### config.mk
export PLATFORM = sky130hd
export DESIGN_NAME = pwc_top
export DESIGN_NICKNAME = d
export VERILOG_FILES = /design/src/hdl/pwc_edge_sync.v /design/src/hdl/pwc_div_table.v /design/src/hdl/pwc_top.v
export VERILOG_INCLUDE_DIRS = /design/src /design/src/hdl
export SDC_FILE = /design/constraint.sdc
export NUM_CORES = 1
export LEC_CHECK = 0
export BUFFER_PORTS_ARGS = -buffer_cell sky130_fd_sc_hd__buf_4
export CORE_UTILIZATION = 57
export DETAILED_ROUTE_END_ITERATION = 10
export GPL_TIMING_DRIVEN = 0
export HOLD_SLACK_MARGIN = 0.08
export PLACE_DENSITY_LB_ADDON = 0.15
export REMOVE_ABC_BUFFERS = 1
export SYNTH_ARGS = -nofsm -noshare
export SYNTH_HDL_FRONTEND = slang
export SYNTH_SLANG_ARGS = --single-unit
### constraint.sdc
create_clock -name clk -period 5.1 [get_ports clk]
set_input_delay 0.255 -clock clk [delete_from_list [all_inputs] [get_ports clk]]
set_output_delay 0.255 -clock clk [all_outputs]
set_load 0.03 [all_outputs]
### src/hdl/pwc_regs.vh
`ifndef PWC_REGS_VH
`define PWC_REGS_VH
// Function
// RULE1 - One 8-bit up-counter compared against an 8-bit modulo, one periodic interrupt
// RULE2 - source_select 00 low-power osc, 01 external ref, 1x internal ref; reset 00
// RULE3 - Writing a different source_select clears prescaler and count
// RULE4 - Software enables the chosen source clock before selecting it
// RULE5 - Writing a different divider_select clears prescaler and count; reset clears it
// RULE6 - Bit 0 of source_select low: off,8,32,64,128,256,512,1024,1,2,4,10,16,100,500,1000
// RULE7 - Bit 0 high: off,1024..65536 binary, then 1000..200000 decimal divides
// RULE8 - match_flag in bit 7 sets when count reaches modulo; reset clears it; code sets it one tick later, on the modulo-to-zero step
// RULE9 - Writing 1 to match_flag clears it and the request; 0 leaves it
// RULE10 - match_irq_enable in bit 4 gates the flag onto the interrupt request
// RULE11 - Counter keeps running in wait mode; interrupt can wake the processor
// RULE12 - Counter keeps running in both stop levels; interrupt can wake
// RULE13 - Low-power osc usable in both stops; reference sources only in shallow stop
// RULE14 - Debug halt freezes prescaler and counter
// RULE15 - After debug halt counting resumes from the frozen value
// RULE16 - On match count wraps to zero; flag sets on modulo-to-zero step
// RULE17 - Any modulo write clears prescaler and count
// RULE18 - Modulo zero sets match_flag on every prescaler output edge
// RULE19 - Count register is read only; writes ignored
// RULE20 - Source clocks are synchronised before the prescaler sees them
// RULE21 - Hardware set of match_flag wins over a same-cycle software clear

// Byte addresses of the registers
`define PWC_ADDR_CSC     8'h00
`define PWC_ADDR_CNT     8'h04
`define PWC_ADDR_MOD     8'h08

// Fields of counter_status_control
`define PWC_FLAG_BIT     7
`define PWC_SRC_HI       6
`define PWC_SRC_LO       5
`define PWC_IE_BIT       4
`define PWC_DIV_HI       3
`define PWC_DIV_LO       0

// Source select codes
`define PWC_SRC_LPO      2'h0
`define PWC_SRC_EXT      2'h1

// Reset values
`define PWC_RST_8        8'h00
`define PWC_RST_DIV      4'h0
`define PWC_RST_SRC      2'h0
`define PWC_PS_ZERO      18'h00000
`define PWC_PS_ONE       18'h00001
`define PWC_CNT_ONE      8'h01
`define PWC_DIV_OFF      18'h00000
`endif

### src/hdl/pwc_edge_sync.v
`timescale 1ns/1ps
// Two-stage synchroniser with rising edge pulse
module pwc_edge_sync
(
  // Clock and reset
  input  wire clk,
  input  wire sys_rst,
  // Asynchronous level in, pulse out
  input  wire async_in,
  output reg  rise_pulse
);
  reg meta_r;
  reg sync_r;
  reg prev_r;

  always @(posedge clk or posedge sys_rst)
  begin
    if (sys_rst)
    begin
      meta_r     <= 1'b0;
      sync_r     <= 1'b0;
      prev_r     <= 1'b0;
      rise_pulse <= 1'b0;
    end
    else
    begin
      meta_r     <= async_in;
      sync_r     <= meta_r;
      prev_r     <= sync_r;
      rise_pulse <= sync_r & ~prev_r;
    end
  end
endmodule

### src/hdl/pwc_div_table.v
`timescale 1ns/1ps
`include "pwc_regs.vh"
// Divide-by value for a divider_select code and source bit 0
module pwc_div_table
(
  // Selection
  input  wire        src_bit0,
  input  wire [3:0]  div_sel,
  // Divide ratio, zero means off
  output reg  [17:0] ratio
);
  always @*
  begin
    ratio = `PWC_DIV_OFF;
    if (!src_bit0)
    begin
      case (div_sel) // see RULE6
        4'h1: ratio = 18'h00008;
        4'h2: ratio = 18'h00020;
        4'h3: ratio = 18'h00040;
        4'h4: ratio = 18'h00080;
        4'h5: ratio = 18'h00100;
        4'h6: ratio = 18'h00200;
        4'h7: ratio = 18'h00400;
        4'h8: ratio = 18'h00001;
        4'h9: ratio = 18'h00002;
        4'hA: ratio = 18'h00004;
        4'hB: ratio = 18'h0000A;
        4'hC: ratio = 18'h00010;
        4'hD: ratio = 18'h00064;
        4'hE: ratio = 18'h001F4;
        4'hF: ratio = 18'h003E8;
        default: ratio = `PWC_DIV_OFF;
      endcase
    end
    else
    begin
      case (div_sel) // see RULE7
        4'h1: ratio = 18'h00400;
        4'h2: ratio = 18'h00800;
        4'h3: ratio = 18'h01000;
        4'h4: ratio = 18'h02000;
        4'h5: ratio = 18'h04000;
        4'h6: ratio = 18'h08000;
        4'h7: ratio = 18'h10000;
        4'h8: ratio = 18'h003E8;
        4'h9: ratio = 18'h007D0;
        4'hA: ratio = 18'h01388;
        4'hB: ratio = 18'h02710;
        4'hC: ratio = 18'h04E20;
        4'hD: ratio = 18'h0C350;
        4'hE: ratio = 18'h186A0;
        4'hF: ratio = 18'h30D40;
        default: ratio = `PWC_DIV_OFF;
      endcase
    end
  end
endmodule

### src/hdl/pwc_top.v
`timescale 1ns/1ps
`include "pwc_regs.vh"
// Periodic wake-up counter with APB register access
module pwc_top
(
  // Clock and reset
  input  wire        clk,
  input  wire        sys_rst,
  // APB slave
  input  wire        psel,
  input  wire        penable,
  input  wire        pwrite,
  input  wire [7:0]  paddr,
  input  wire [31:0] pwdata,
  output reg  [31:0] prdata,
  output reg         pready,
  output reg         pslverr,
  // Source clocks, asynchronous
  input  wire        low_power_osc,
  input  wire        ext_reference_clock,
  input  wire        int_reference_clock,
  // System state
  input  wire        debug_halt,
  // Interrupt request
  output reg         match_irq
);
  reg        match_flag_r;
  reg        match_irq_enable_r;
  reg [1:0]  source_select_r;
  reg [3:0]  divider_select_r;
  reg [7:0]  counter_value_r;
  reg [7:0]  counter_modulo_r;
  reg [17:0] presc_r;
  reg        dbg_meta_r;
  reg        dbg_sync_r;

  wire       lpo_tick;
  wire       ext_tick;
  wire       int_tick;
  wire       src_tick;
  wire [17:0] ratio;
  wire       presc_out;
  wire       wr_en;
  wire       rd_en;
  wire       wr_csc;
  wire       wr_mod;
  wire       restart;
  wire       flag_clr;
  reg  [31:0] rd_mux;
  reg        addr_ok;

  // Each source sampled into the bus clock domain
  pwc_edge_sync u_sync_lpo // see RULE20
  (
    .clk        (clk),
    .sys_rst    (sys_rst),
    .async_in   (low_power_osc),
    .rise_pulse (lpo_tick)
  );

  pwc_edge_sync u_sync_ext
  (
    .clk        (clk),
    .sys_rst    (sys_rst),
    .async_in   (ext_reference_clock),
    .rise_pulse (ext_tick)
  );

  pwc_edge_sync u_sync_int
  (
    .clk        (clk),
    .sys_rst    (sys_rst),
    .async_in   (int_reference_clock),
    .rise_pulse (int_tick)
  );

  pwc_div_table u_div
  (
    .src_bit0 (source_select_r[0]),
    .div_sel  (divider_select_r),
    .ratio    (ratio)
  );

  // Debug halt level synchronised
  always @(posedge clk or posedge sys_rst)
  begin
    if (sys_rst)
    begin
      dbg_meta_r <= 1'b0;
      dbg_sync_r <= 1'b0;
    end
    else
    begin
      dbg_meta_r <= debug_halt;
      dbg_sync_r <= dbg_meta_r;
    end
  end

  // Source mux; stop levels only gate the sources outside this block
  assign src_tick = (source_select_r == `PWC_SRC_LPO) ? lpo_tick :    // see RULE2
                    (source_select_r == `PWC_SRC_EXT) ? ext_tick :
                    int_tick;                                        // see RULE13

  // Prescaler output: one tick per ratio source edges, frozen in debug
  assign presc_out = src_tick && (ratio != `PWC_DIV_OFF) && !dbg_sync_r && // see RULE14
                     (presc_r == ratio - `PWC_PS_ONE);

  // APB decode, zero wait states
  assign wr_en  = psel && penable && pwrite;
  assign rd_en  = psel && !penable && !pwrite;
  assign wr_csc = wr_en && (paddr == `PWC_ADDR_CSC);
  assign wr_mod = wr_en && (paddr == `PWC_ADDR_MOD);

  assign restart = wr_mod ||                                              // see RULE17
                   (wr_csc && (pwdata[`PWC_SRC_HI:`PWC_SRC_LO] != source_select_r)) || // see RULE3
                   (wr_csc && (pwdata[`PWC_DIV_HI:`PWC_DIV_LO] != divider_select_r));  // see RULE5

  assign flag_clr = wr_csc && pwdata[`PWC_FLAG_BIT];

  // Control fields
  always @(posedge clk or posedge sys_rst)
  begin
    if (sys_rst)
    begin
      source_select_r    <= `PWC_RST_SRC;                        // see RULE2
      divider_select_r   <= `PWC_RST_DIV;                        // see RULE5
      match_irq_enable_r <= 1'b0;
      counter_modulo_r   <= `PWC_RST_8;
    end
    else
    begin
      if (wr_csc)
      begin
        source_select_r    <= pwdata[`PWC_SRC_HI:`PWC_SRC_LO];
        divider_select_r   <= pwdata[`PWC_DIV_HI:`PWC_DIV_LO];
        match_irq_enable_r <= pwdata[`PWC_IE_BIT];
      end
      if (wr_mod)
        counter_modulo_r <= pwdata[7:0];
    end
  end

  // Prescaler and main counter; runs in wait and stop while a source ticks
  always @(posedge clk or posedge sys_rst)
  begin
    if (sys_rst)
    begin
      presc_r         <= `PWC_PS_ZERO;
      counter_value_r <= `PWC_RST_8;
    end
    else if (restart)
    begin
      presc_r         <= `PWC_PS_ZERO;
      counter_value_r <= `PWC_RST_8;
    end
    else if (src_tick && (ratio != `PWC_DIV_OFF) && !dbg_sync_r) // see RULE11 see RULE12 see RULE15
    begin
      if (presc_out)
      begin
        presc_r <= `PWC_PS_ZERO;
        if (counter_value_r == counter_modulo_r)                 // see RULE1 see RULE18
          counter_value_r <= `PWC_RST_8;                          // see RULE16
        else
          counter_value_r <= counter_value_r + `PWC_CNT_ONE;
      end
      else
        presc_r <= presc_r + `PWC_PS_ONE;
    end
  end

  // Flag: hardware set wins over software clear
  always @(posedge clk or posedge sys_rst)
  begin
    if (sys_rst)
      match_flag_r <= 1'b0;                                      // see RULE8
    else if (presc_out && !restart && (counter_value_r == counter_modulo_r))
      match_flag_r <= 1'b1;                                      // see RULE21 see RULE16
    else if (flag_clr)
      match_flag_r <= 1'b0;                                      // see RULE9
  end

  // Interrupt request from registers
  always @(posedge clk or posedge sys_rst)
  begin
    if (sys_rst)
      match_irq <= 1'b0;
    else
      match_irq <= match_flag_r && match_irq_enable_r &&           // see RULE10
                   !(flag_clr && !(presc_out && !restart &&
                     (counter_value_r == counter_modulo_r)));
  end

  // Read mux; count register ignores writes
  always @*
  begin
    rd_mux  = 32'h00000000;
    addr_ok = 1'b1;
    case (paddr)
      `PWC_ADDR_CSC: rd_mux = {24'h000000, match_flag_r, source_select_r,
                               match_irq_enable_r, divider_select_r};
      `PWC_ADDR_CNT: rd_mux = {24'h000000, counter_value_r};      // see RULE19
      `PWC_ADDR_MOD: rd_mux = {24'h000000, counter_modulo_r};
      default:       addr_ok = 1'b0;
    endcase
  end

  // APB answer in the access cycle
  always @(posedge clk or posedge sys_rst)
  begin
    if (sys_rst)
    begin
      prdata  <= 32'h00000000;
      pready  <= 1'b0;
      pslverr <= 1'b0;
    end
    else
    begin
      pready  <= psel && !penable;
      pslverr <= psel && !penable && !addr_ok;
      if (rd_en)
        prdata <= rd_mux;
    end
  end
endmodule

Yosys cells after proc, flatten, opt, wreduce, memory -nomap -nowiden
Memories as Yosys holds them, arrays and structs flattened.
Cells that the tools add are included.
{ "word_totals": {"reg_bits": 91, "latchBits": 0, "ram_bits": 0, "mem_bits_ro": 416, "in_bits": 49, "mem_count": 2} }
{ "op_classes": {"add_sub_neg": 3, "multipliers": 0, "div": 0, "magnitude_cmp": 0, "eq_ne": 7, "shift": 0, "n_mux": 14, "bitwise_logic": 6, "reduce_logical": 35} }
{ "memory_table": {"columns": ["memory", "depth", "width", "read_ports", "rd_clocked_by_memory_dff", "wr", "line_no", "text"], "rows": [
  ["(no name shown)", 16, 15, 1, 0, 0, "pwc_div_table.v:38", "case (div_sel)"],
  ["(no name shown)", 16, 11, 1, 0, 0, "pwc_div_table.v:17", "case (div_sel)"]
]} }
{ "ops": {"columns": ["op", "count"], "rows": [
  ["$mux W18", 4],
  ["$mux W8", 4],
  ["$pmux W8 S3", 1],
  ["$add A18 B1 Y18 const B", 1],
  ["$eq A18 B18 Y1", 1],
  ["$logic_and A1 B1 Y1", 18],
  ["$reduce_bool A18 Y1", 1],
  ["$sub A18 B1 Y18 const B", 1],
  ["$add A8 B1 Y8 const B", 1],
  ["$eq A8 B3 Y1 const B", 1],
  ["$eq A8 B4 Y1 const B", 1],
  ["$eq A8 B8 Y1", 1],
  ["$logic_not A8 Y1", 1],
  ["$logic_not A1 Y1", 7],
  ["$reduce_bool A2 Y1", 3],
  ["$mux W1", 5],
  ["$ne A4 B4 Y1", 1],
  ["$and A1 B1 Y1", 3],
  ["$not A1 Y1", 3],
  ["$reduce_or A3 Y1", 1],
  ["$eq A2 B1 Y1 const B", 1],
  ["$logic_not A2 Y1", 1],
  ["$logic_or A1 B1 Y1", 2],
  ["$ne A2 B2 Y1", 1],
  ["$reduce_and A2 Y1", 1]
]} }

Longest topological paths before layout
{ "logic_depth": {"ltp_word": 13, "ltp_mapped": 17, "mapped_depth_nobuf": 13} }

Hierarchy
A second synthesis with hierarchy kept.
{ "hier_totals": {"cells_unflattened": 527, "area_unflattened_um2": 4620.7} }
{ "modules_own_cells": {"columns": ["module", "n_inst", "cells_each", "area_per_inst_um2", "seq_area_each_um2"], "rows": [
  ["pwc_top", 1, 434, 3776.1, 1376.3],
  ["pwc_div_table", 1, 75, 491.7, 0.0],
  ["pwc_edge_sync", 3, 6, 117.6, 100.1]
]} }

Worst setup path after synthesis
OpenSTA, ideal clock, no wires.
{ "synth_timing": {"path_kind": "reg-to-reg", "startpoint": "reg divider_select_r[0]", "endpoint": "reg counter_value_r[7]", "arrival_time_ns": 4.086, "path_slack_ns": 0.935, "path_stages_with_launch": 17, "n_path_buf": 4, "cell_sequence": "dfrtp_1 buf_2 inv_1 ha_1 buf_6 or2_4 a32oi_4 and3_1 buf_4 nand3_1 nor4_2 nor3_1 or4_1 or4_4 buf_6 or4_1 a21oi_1"} }
{ "synth_via": {"elab_chain_len": 8, "word_cells_on_any_way": 16} }
{ "synth_lines": {"columns": ["element", "line_no", "text"], "rows": [
  ["from (decl)", "pwc_top.v:30", "reg [3:0] divider_select_r;"],
  ["from (signal assigned)", "pwc_top.v:126", "divider_select_r <= `PWC_RST_DIV;"],
  ["from (signal assigned)", "pwc_top.v:135", "divider_select_r <= pwdata[`PWC_DIV_HI:`PWC_DIV_LO];"],
  ["branches (longest 8 deep; another with $sub A18 B1 Y18)", null, null],
  ["to (signal assigned)", "pwc_top.v:154", "counter_value_r <= `PWC_RST_8;"],
  ["to (signal assigned)", "pwc_top.v:162", "counter_value_r <= `PWC_RST_8;"],
  ["to (signal assigned)", "pwc_top.v:164", "counter_value_r <= counter_value_r + `PWC_CNT_ONE;"],
  ["to (decl)", "pwc_top.v:31", "reg [7:0] counter_value_r;"]
]} }
Parallel ways; which one is timed is not known.
A chain may end at the register's enable or synchronous reset.

Final worst setup path
{ "layout_timing": {"startpoint": "reg divider_select_r[0]", "endpoint": "reg match_irq"} }
{ "layout_via": {"elab_chain_len": 12, "word_cells_on_any_way": 19} }
{ "layout_lines": {"columns": ["element", "line_no", "text"], "rows": [
  ["branches (longest 6 deep; another with $sub A18 B1 Y18)", null, null],
  ["$logic_and A1 B1 Y1 (*) (2 in a row)", "pwc_top.v:189", "!(flag_clr && !(presc_out && !restart &&"],
  ["$logic_not A1 Y1 (*)", "pwc_top.v:189", null],
  ["$logic_and A1 B1 Y1 (*)", "pwc_top.v:189", null],
  ["$logic_not A1 Y1 (*)", "pwc_top.v:189", null],
  ["$logic_and A1 B1 Y1 (*)", "pwc_top.v:188", "match_irq <= match_flag_r && match_irq_enable_r &&"],
  ["to (signal assigned)", "pwc_top.v:188", null],
  ["to (decl)", "pwc_top.v:25", "output reg match_irq"]
]} }
Mark *: on every way between the ends.

==> flow_summary.ini <==
[sta]
relSlewSlack_pct = 33.95
final.setup.worst_slack_ns = 0.2539
timing.final.hold_violations = 0
timing.setup.tns_ns = 0
timing_max_transition_violations_final = 0
timing.final.setup_violations = 0
slew_at_the_pin_closest_to_its_max_slew_limit_ns = 0.9908
unrepaired_setup_endpoints_after_global_routing = false
finalWorstPathRequiredPeriod_ns = 4.846
finalCritPeriodShare_pct = 95.02
worst_clock_skew_ns = 0.01380
fmax_mhz = 206.4

[drt]
wl_per_cell_um = 16.14
drt_drc_violations_left = 0
vias = 3702
routed_via_density = 5.858
postRouteAntennaNets = 0
drt_wl_total_um = 10200
first_pass_iters = 5
drtIter0Drc = 284

[worst_setup_path]
crit_top_cell = sky130_fd_sc_hd__or4_1
worst_path_cell_chain = inv_1, ha_1, mux2_4, nand3_1, and3_1, o2111ai_4, a2111oi_4, nand2_1, or4_1, or4_4, or4_1, a31oi_1
worst_r2r_startpoint = divider_select_r[0]
launching_element_of_the_worst_setup_path = divider_select_r[0]
cp_slowest_cell = sky130_fd_sc_hd__dfrtp_1
max_stage_delay_ns = 0.66
crit_path_max_fanout = 13
critPathArrivalTime_ns = 5.12
critPathKind = register to register
startpoint_type = register
worst_setup_path_end_kind = register
reg2reg_setup_slack_ns = 0.25
timing.critical_path.required_ns = 5.38

[global_route]
maximum_number_of_pins_on_one_net_before_global_route_repair = 43
vias_in_the_first_global_route = 3500
grt_antenna_before_repair = 0
track_usage_pct = 25.87
grt_pass1_wl_um = 17440
globalRoute.totalOverflow = 0

[place]
placed_cells = 611
dpl_worst_slack_ns = 0.2019
place.gp.congestion = 0.8399
placement.io_buffers = 35
detailed_place_hpwl_um = 7406
postPlaceCellArea_um2 = 4830

[yosys]
syn_warnings = 0
synth_cells = 497
syn_avg_cell_area_um2 = 9.395
synth_seq_cells = 67
netlist-cell-type-count = 74
synthesis.area_um2 = 4669
ys_async_sr_fraction_pct = 100.0
edff_count_synth = 0
synth_top_flop_cell = sky130_fd_sc_hd__dfrtp_1
synth_seq_area_share_pct = 35.91

[die]
placement_rows = 32
die-width_um = 92.51
starting_density_of_the_core_pct = 59.81
die-height_um = 92.51
io-pin-count = 84
dieArea_um2 = 8558
coreArea_um2 = 7807

[clocking]
clock_slew_at_the_register_clock_pins_of_the_worst_setup_and_hold_paths_ns = 0.08
number_of_clock_sinks_seen_by_cts = 67
clockBufferDepth = 2
postCtsSetupRepairBufs = 0
cts_buffers = 9
cts_htree_levels = 3
clock-root-buffer = sky130_fd_sc_hd__clkbuf_8
cts_tree = yes
clk-insertion-delay-late_ns = 0.35

[layout]
drive_gt1_share_pct = 18.11
fin_cells = 632
layout.cells.most_common_list = 66 x sky130_fd_sc_hd__dfrtp_1, 47 x sky130_fd_sc_hd__nor2_1, 42 x sky130_fd_sc_hd__nand2_1
fin_nets = 584
stdcell_area_um2 = 5115
layout.filler_cells = 675
layout.cells.most_common = sky130_fd_sc_hd__dfrtp_1
antennaDiodeCount = 0
areaGrowthSynthToFinish_pct = 9.539

[run]
cap_viol_max_count = 0

[power]
powerDensity_nw_per_um2 = 268.6
total_power_w = 0.001374
leakage_power_nw = 2.201
ir_drop_mv = 0.1749

[status]
outcome = completed

[hold_path]
hp-class = input port to asynchronous set/reset pin
worst max-delay path: cells and delay by family, from the launching register on:
family	cells	cell delay, ns
compound gates	3	0.72
fa+ha+maj	1	0.43
buf+inv	1	0.26
flops	1	0.66
mux	1	0.33
simple gates	6	2.38
registers in the layout (all words and copies together) (netlist names), 2 cells and up:
signal,flops
presc_r,18
counter_modulo_r,8
source_select_r,2
divider_select_r,4
counter_value_r,8
prdata,8
worst paths after layout:
| path | depth (start not counted) | endpoint |
|---|---|---|
| setup / recovery | 12 | match_irq |
| hold / removal | 2 | counter_value_r[6] |
| setup reg to reg | 12 | match_irq |
| hold reg to reg | 0 | dbg_sync_r |
| max in group asynchronous | 3 | divider_select_r[3] |
| min in group clk | 2 | match_irq_enable_r |
cell families after synthesis:
group,Yosys count,synth area share [%]
muxes,25,5.949
buffers and inverters,62,8.628
adders and majority gates,10,2.680
AOI/OAI and AO/OA,82,14.23
and+or+nand+nor,196,22.40
other,1,0.08031
xor gates and xnor gates,54,10.13
DFF,67,35.91
Yosys cell counts, types with 3 or more instances:
library cell / instances / area share [%]
sky130_fd_sc_hd__a211o_1: 5 / 0.94
sky130_fd_sc_hd__a211oi_1: 3 / 0.48
sky130_fd_sc_hd__a21oi_1: 16 / 1.7
sky130_fd_sc_hd__a22oi_1: 6 / 0.96
sky130_fd_sc_hd__a31oi_1: 3 / 0.40
sky130_fd_sc_hd__a32o_1: 3 / 0.64
sky130_fd_sc_hd__and3_1: 5 / 0.67
sky130_fd_sc_hd__and4_1: 3 / 0.56
sky130_fd_sc_hd__buf_2: 4 / 0.43
sky130_fd_sc_hd__buf_4: 25 / 4.0
sky130_fd_sc_hd__buf_6: 8 / 1.9
sky130_fd_sc_hd__clkbuf_1: 10 / 0.80
sky130_fd_sc_hd__dfrtp_1: 67 / 36
sky130_fd_sc_hd__ha_1: 10 / 2.7
sky130_fd_sc_hd__inv_1: 13 / 1.0
sky130_fd_sc_hd__mux2_2: 14 / 3.4
sky130_fd_sc_hd__mux2i_1: 9 / 1.9
sky130_fd_sc_hd__nand2_1: 43 / 3.5
sky130_fd_sc_hd__nand2b_1: 10 / 1.3
sky130_fd_sc_hd__nand3_1: 22 / 2.4
sky130_fd_sc_hd__nand4_1: 13 / 1.7
sky130_fd_sc_hd__nor2_1: 47 / 3.8
sky130_fd_sc_hd__nor2b_1: 12 / 1.6
sky130_fd_sc_hd__nor3_1: 3 / 0.32
sky130_fd_sc_hd__nor4_1: 4 / 0.54
sky130_fd_sc_hd__o21ai_0: 15 / 1.6
sky130_fd_sc_hd__o22ai_1: 4 / 0.54
sky130_fd_sc_hd__or2_2: 3 / 0.40
sky130_fd_sc_hd__or4_1: 7 / 1.1
sky130_fd_sc_hd__xnor2_1: 33 / 6.2
sky130_fd_sc_hd__xor2_1: 21 / 3.9
through the flow:
step | hold slack, ns | util [%]
finish | 0.1008 | 65.51
detailed placement | 0.3365 | 61.86
global route | 0.1400 | 65.51
global placement | 0.3317 | 61.43
floorplan | 0.2864 | -
CTS | 0.1253 | 65.46
per-layer routing:
metal | up-vias | track usage, % | wire [um]
met2 | 124 | 39.26 | 4602
met3 | 10 | 3.859 | 528
met1 | 1805 | 37.96 | 4945
li1 | 1763 | - | -
met4 | 0 | 7.943 | 123
met5 | - | 0 | 0
timing repair:
| action | CTS | global route |
|---|---|---|
| endpoints found under the setup margin | 0 | 21 |
| hold buffers | 5 | 0 |
| endpoints found under the hold margin | 5 | 0 |
| gates resized for setup | 0 | 2 |
cell type report:
class / count / area (um2) / area share, %
inverters: 14 / 52.55 / 1.027
clock inverters: 6 / 93.84 / 1.835
well taps: 102 / 127.6 / 2.495
repair buffers: 42 / 340.3 / 6.654
clock buffers: 10 / 137.6 / 2.691
flip-flops and latches: 67 / 1678 / 32.80
multi-input cells: 391 / 2685 / 52.50
power by group:
part,internal [W],leakage (nW),total (W),switching (W)
Combinational,0.000102,1.24,0.000253,0.000151
Clock,0.000294,0.114,0.000514,0.000220
Sequential,0.000564,0.850,0.000608,0.0000433
No activity file was read; power rests on OpenSTA's default activity.
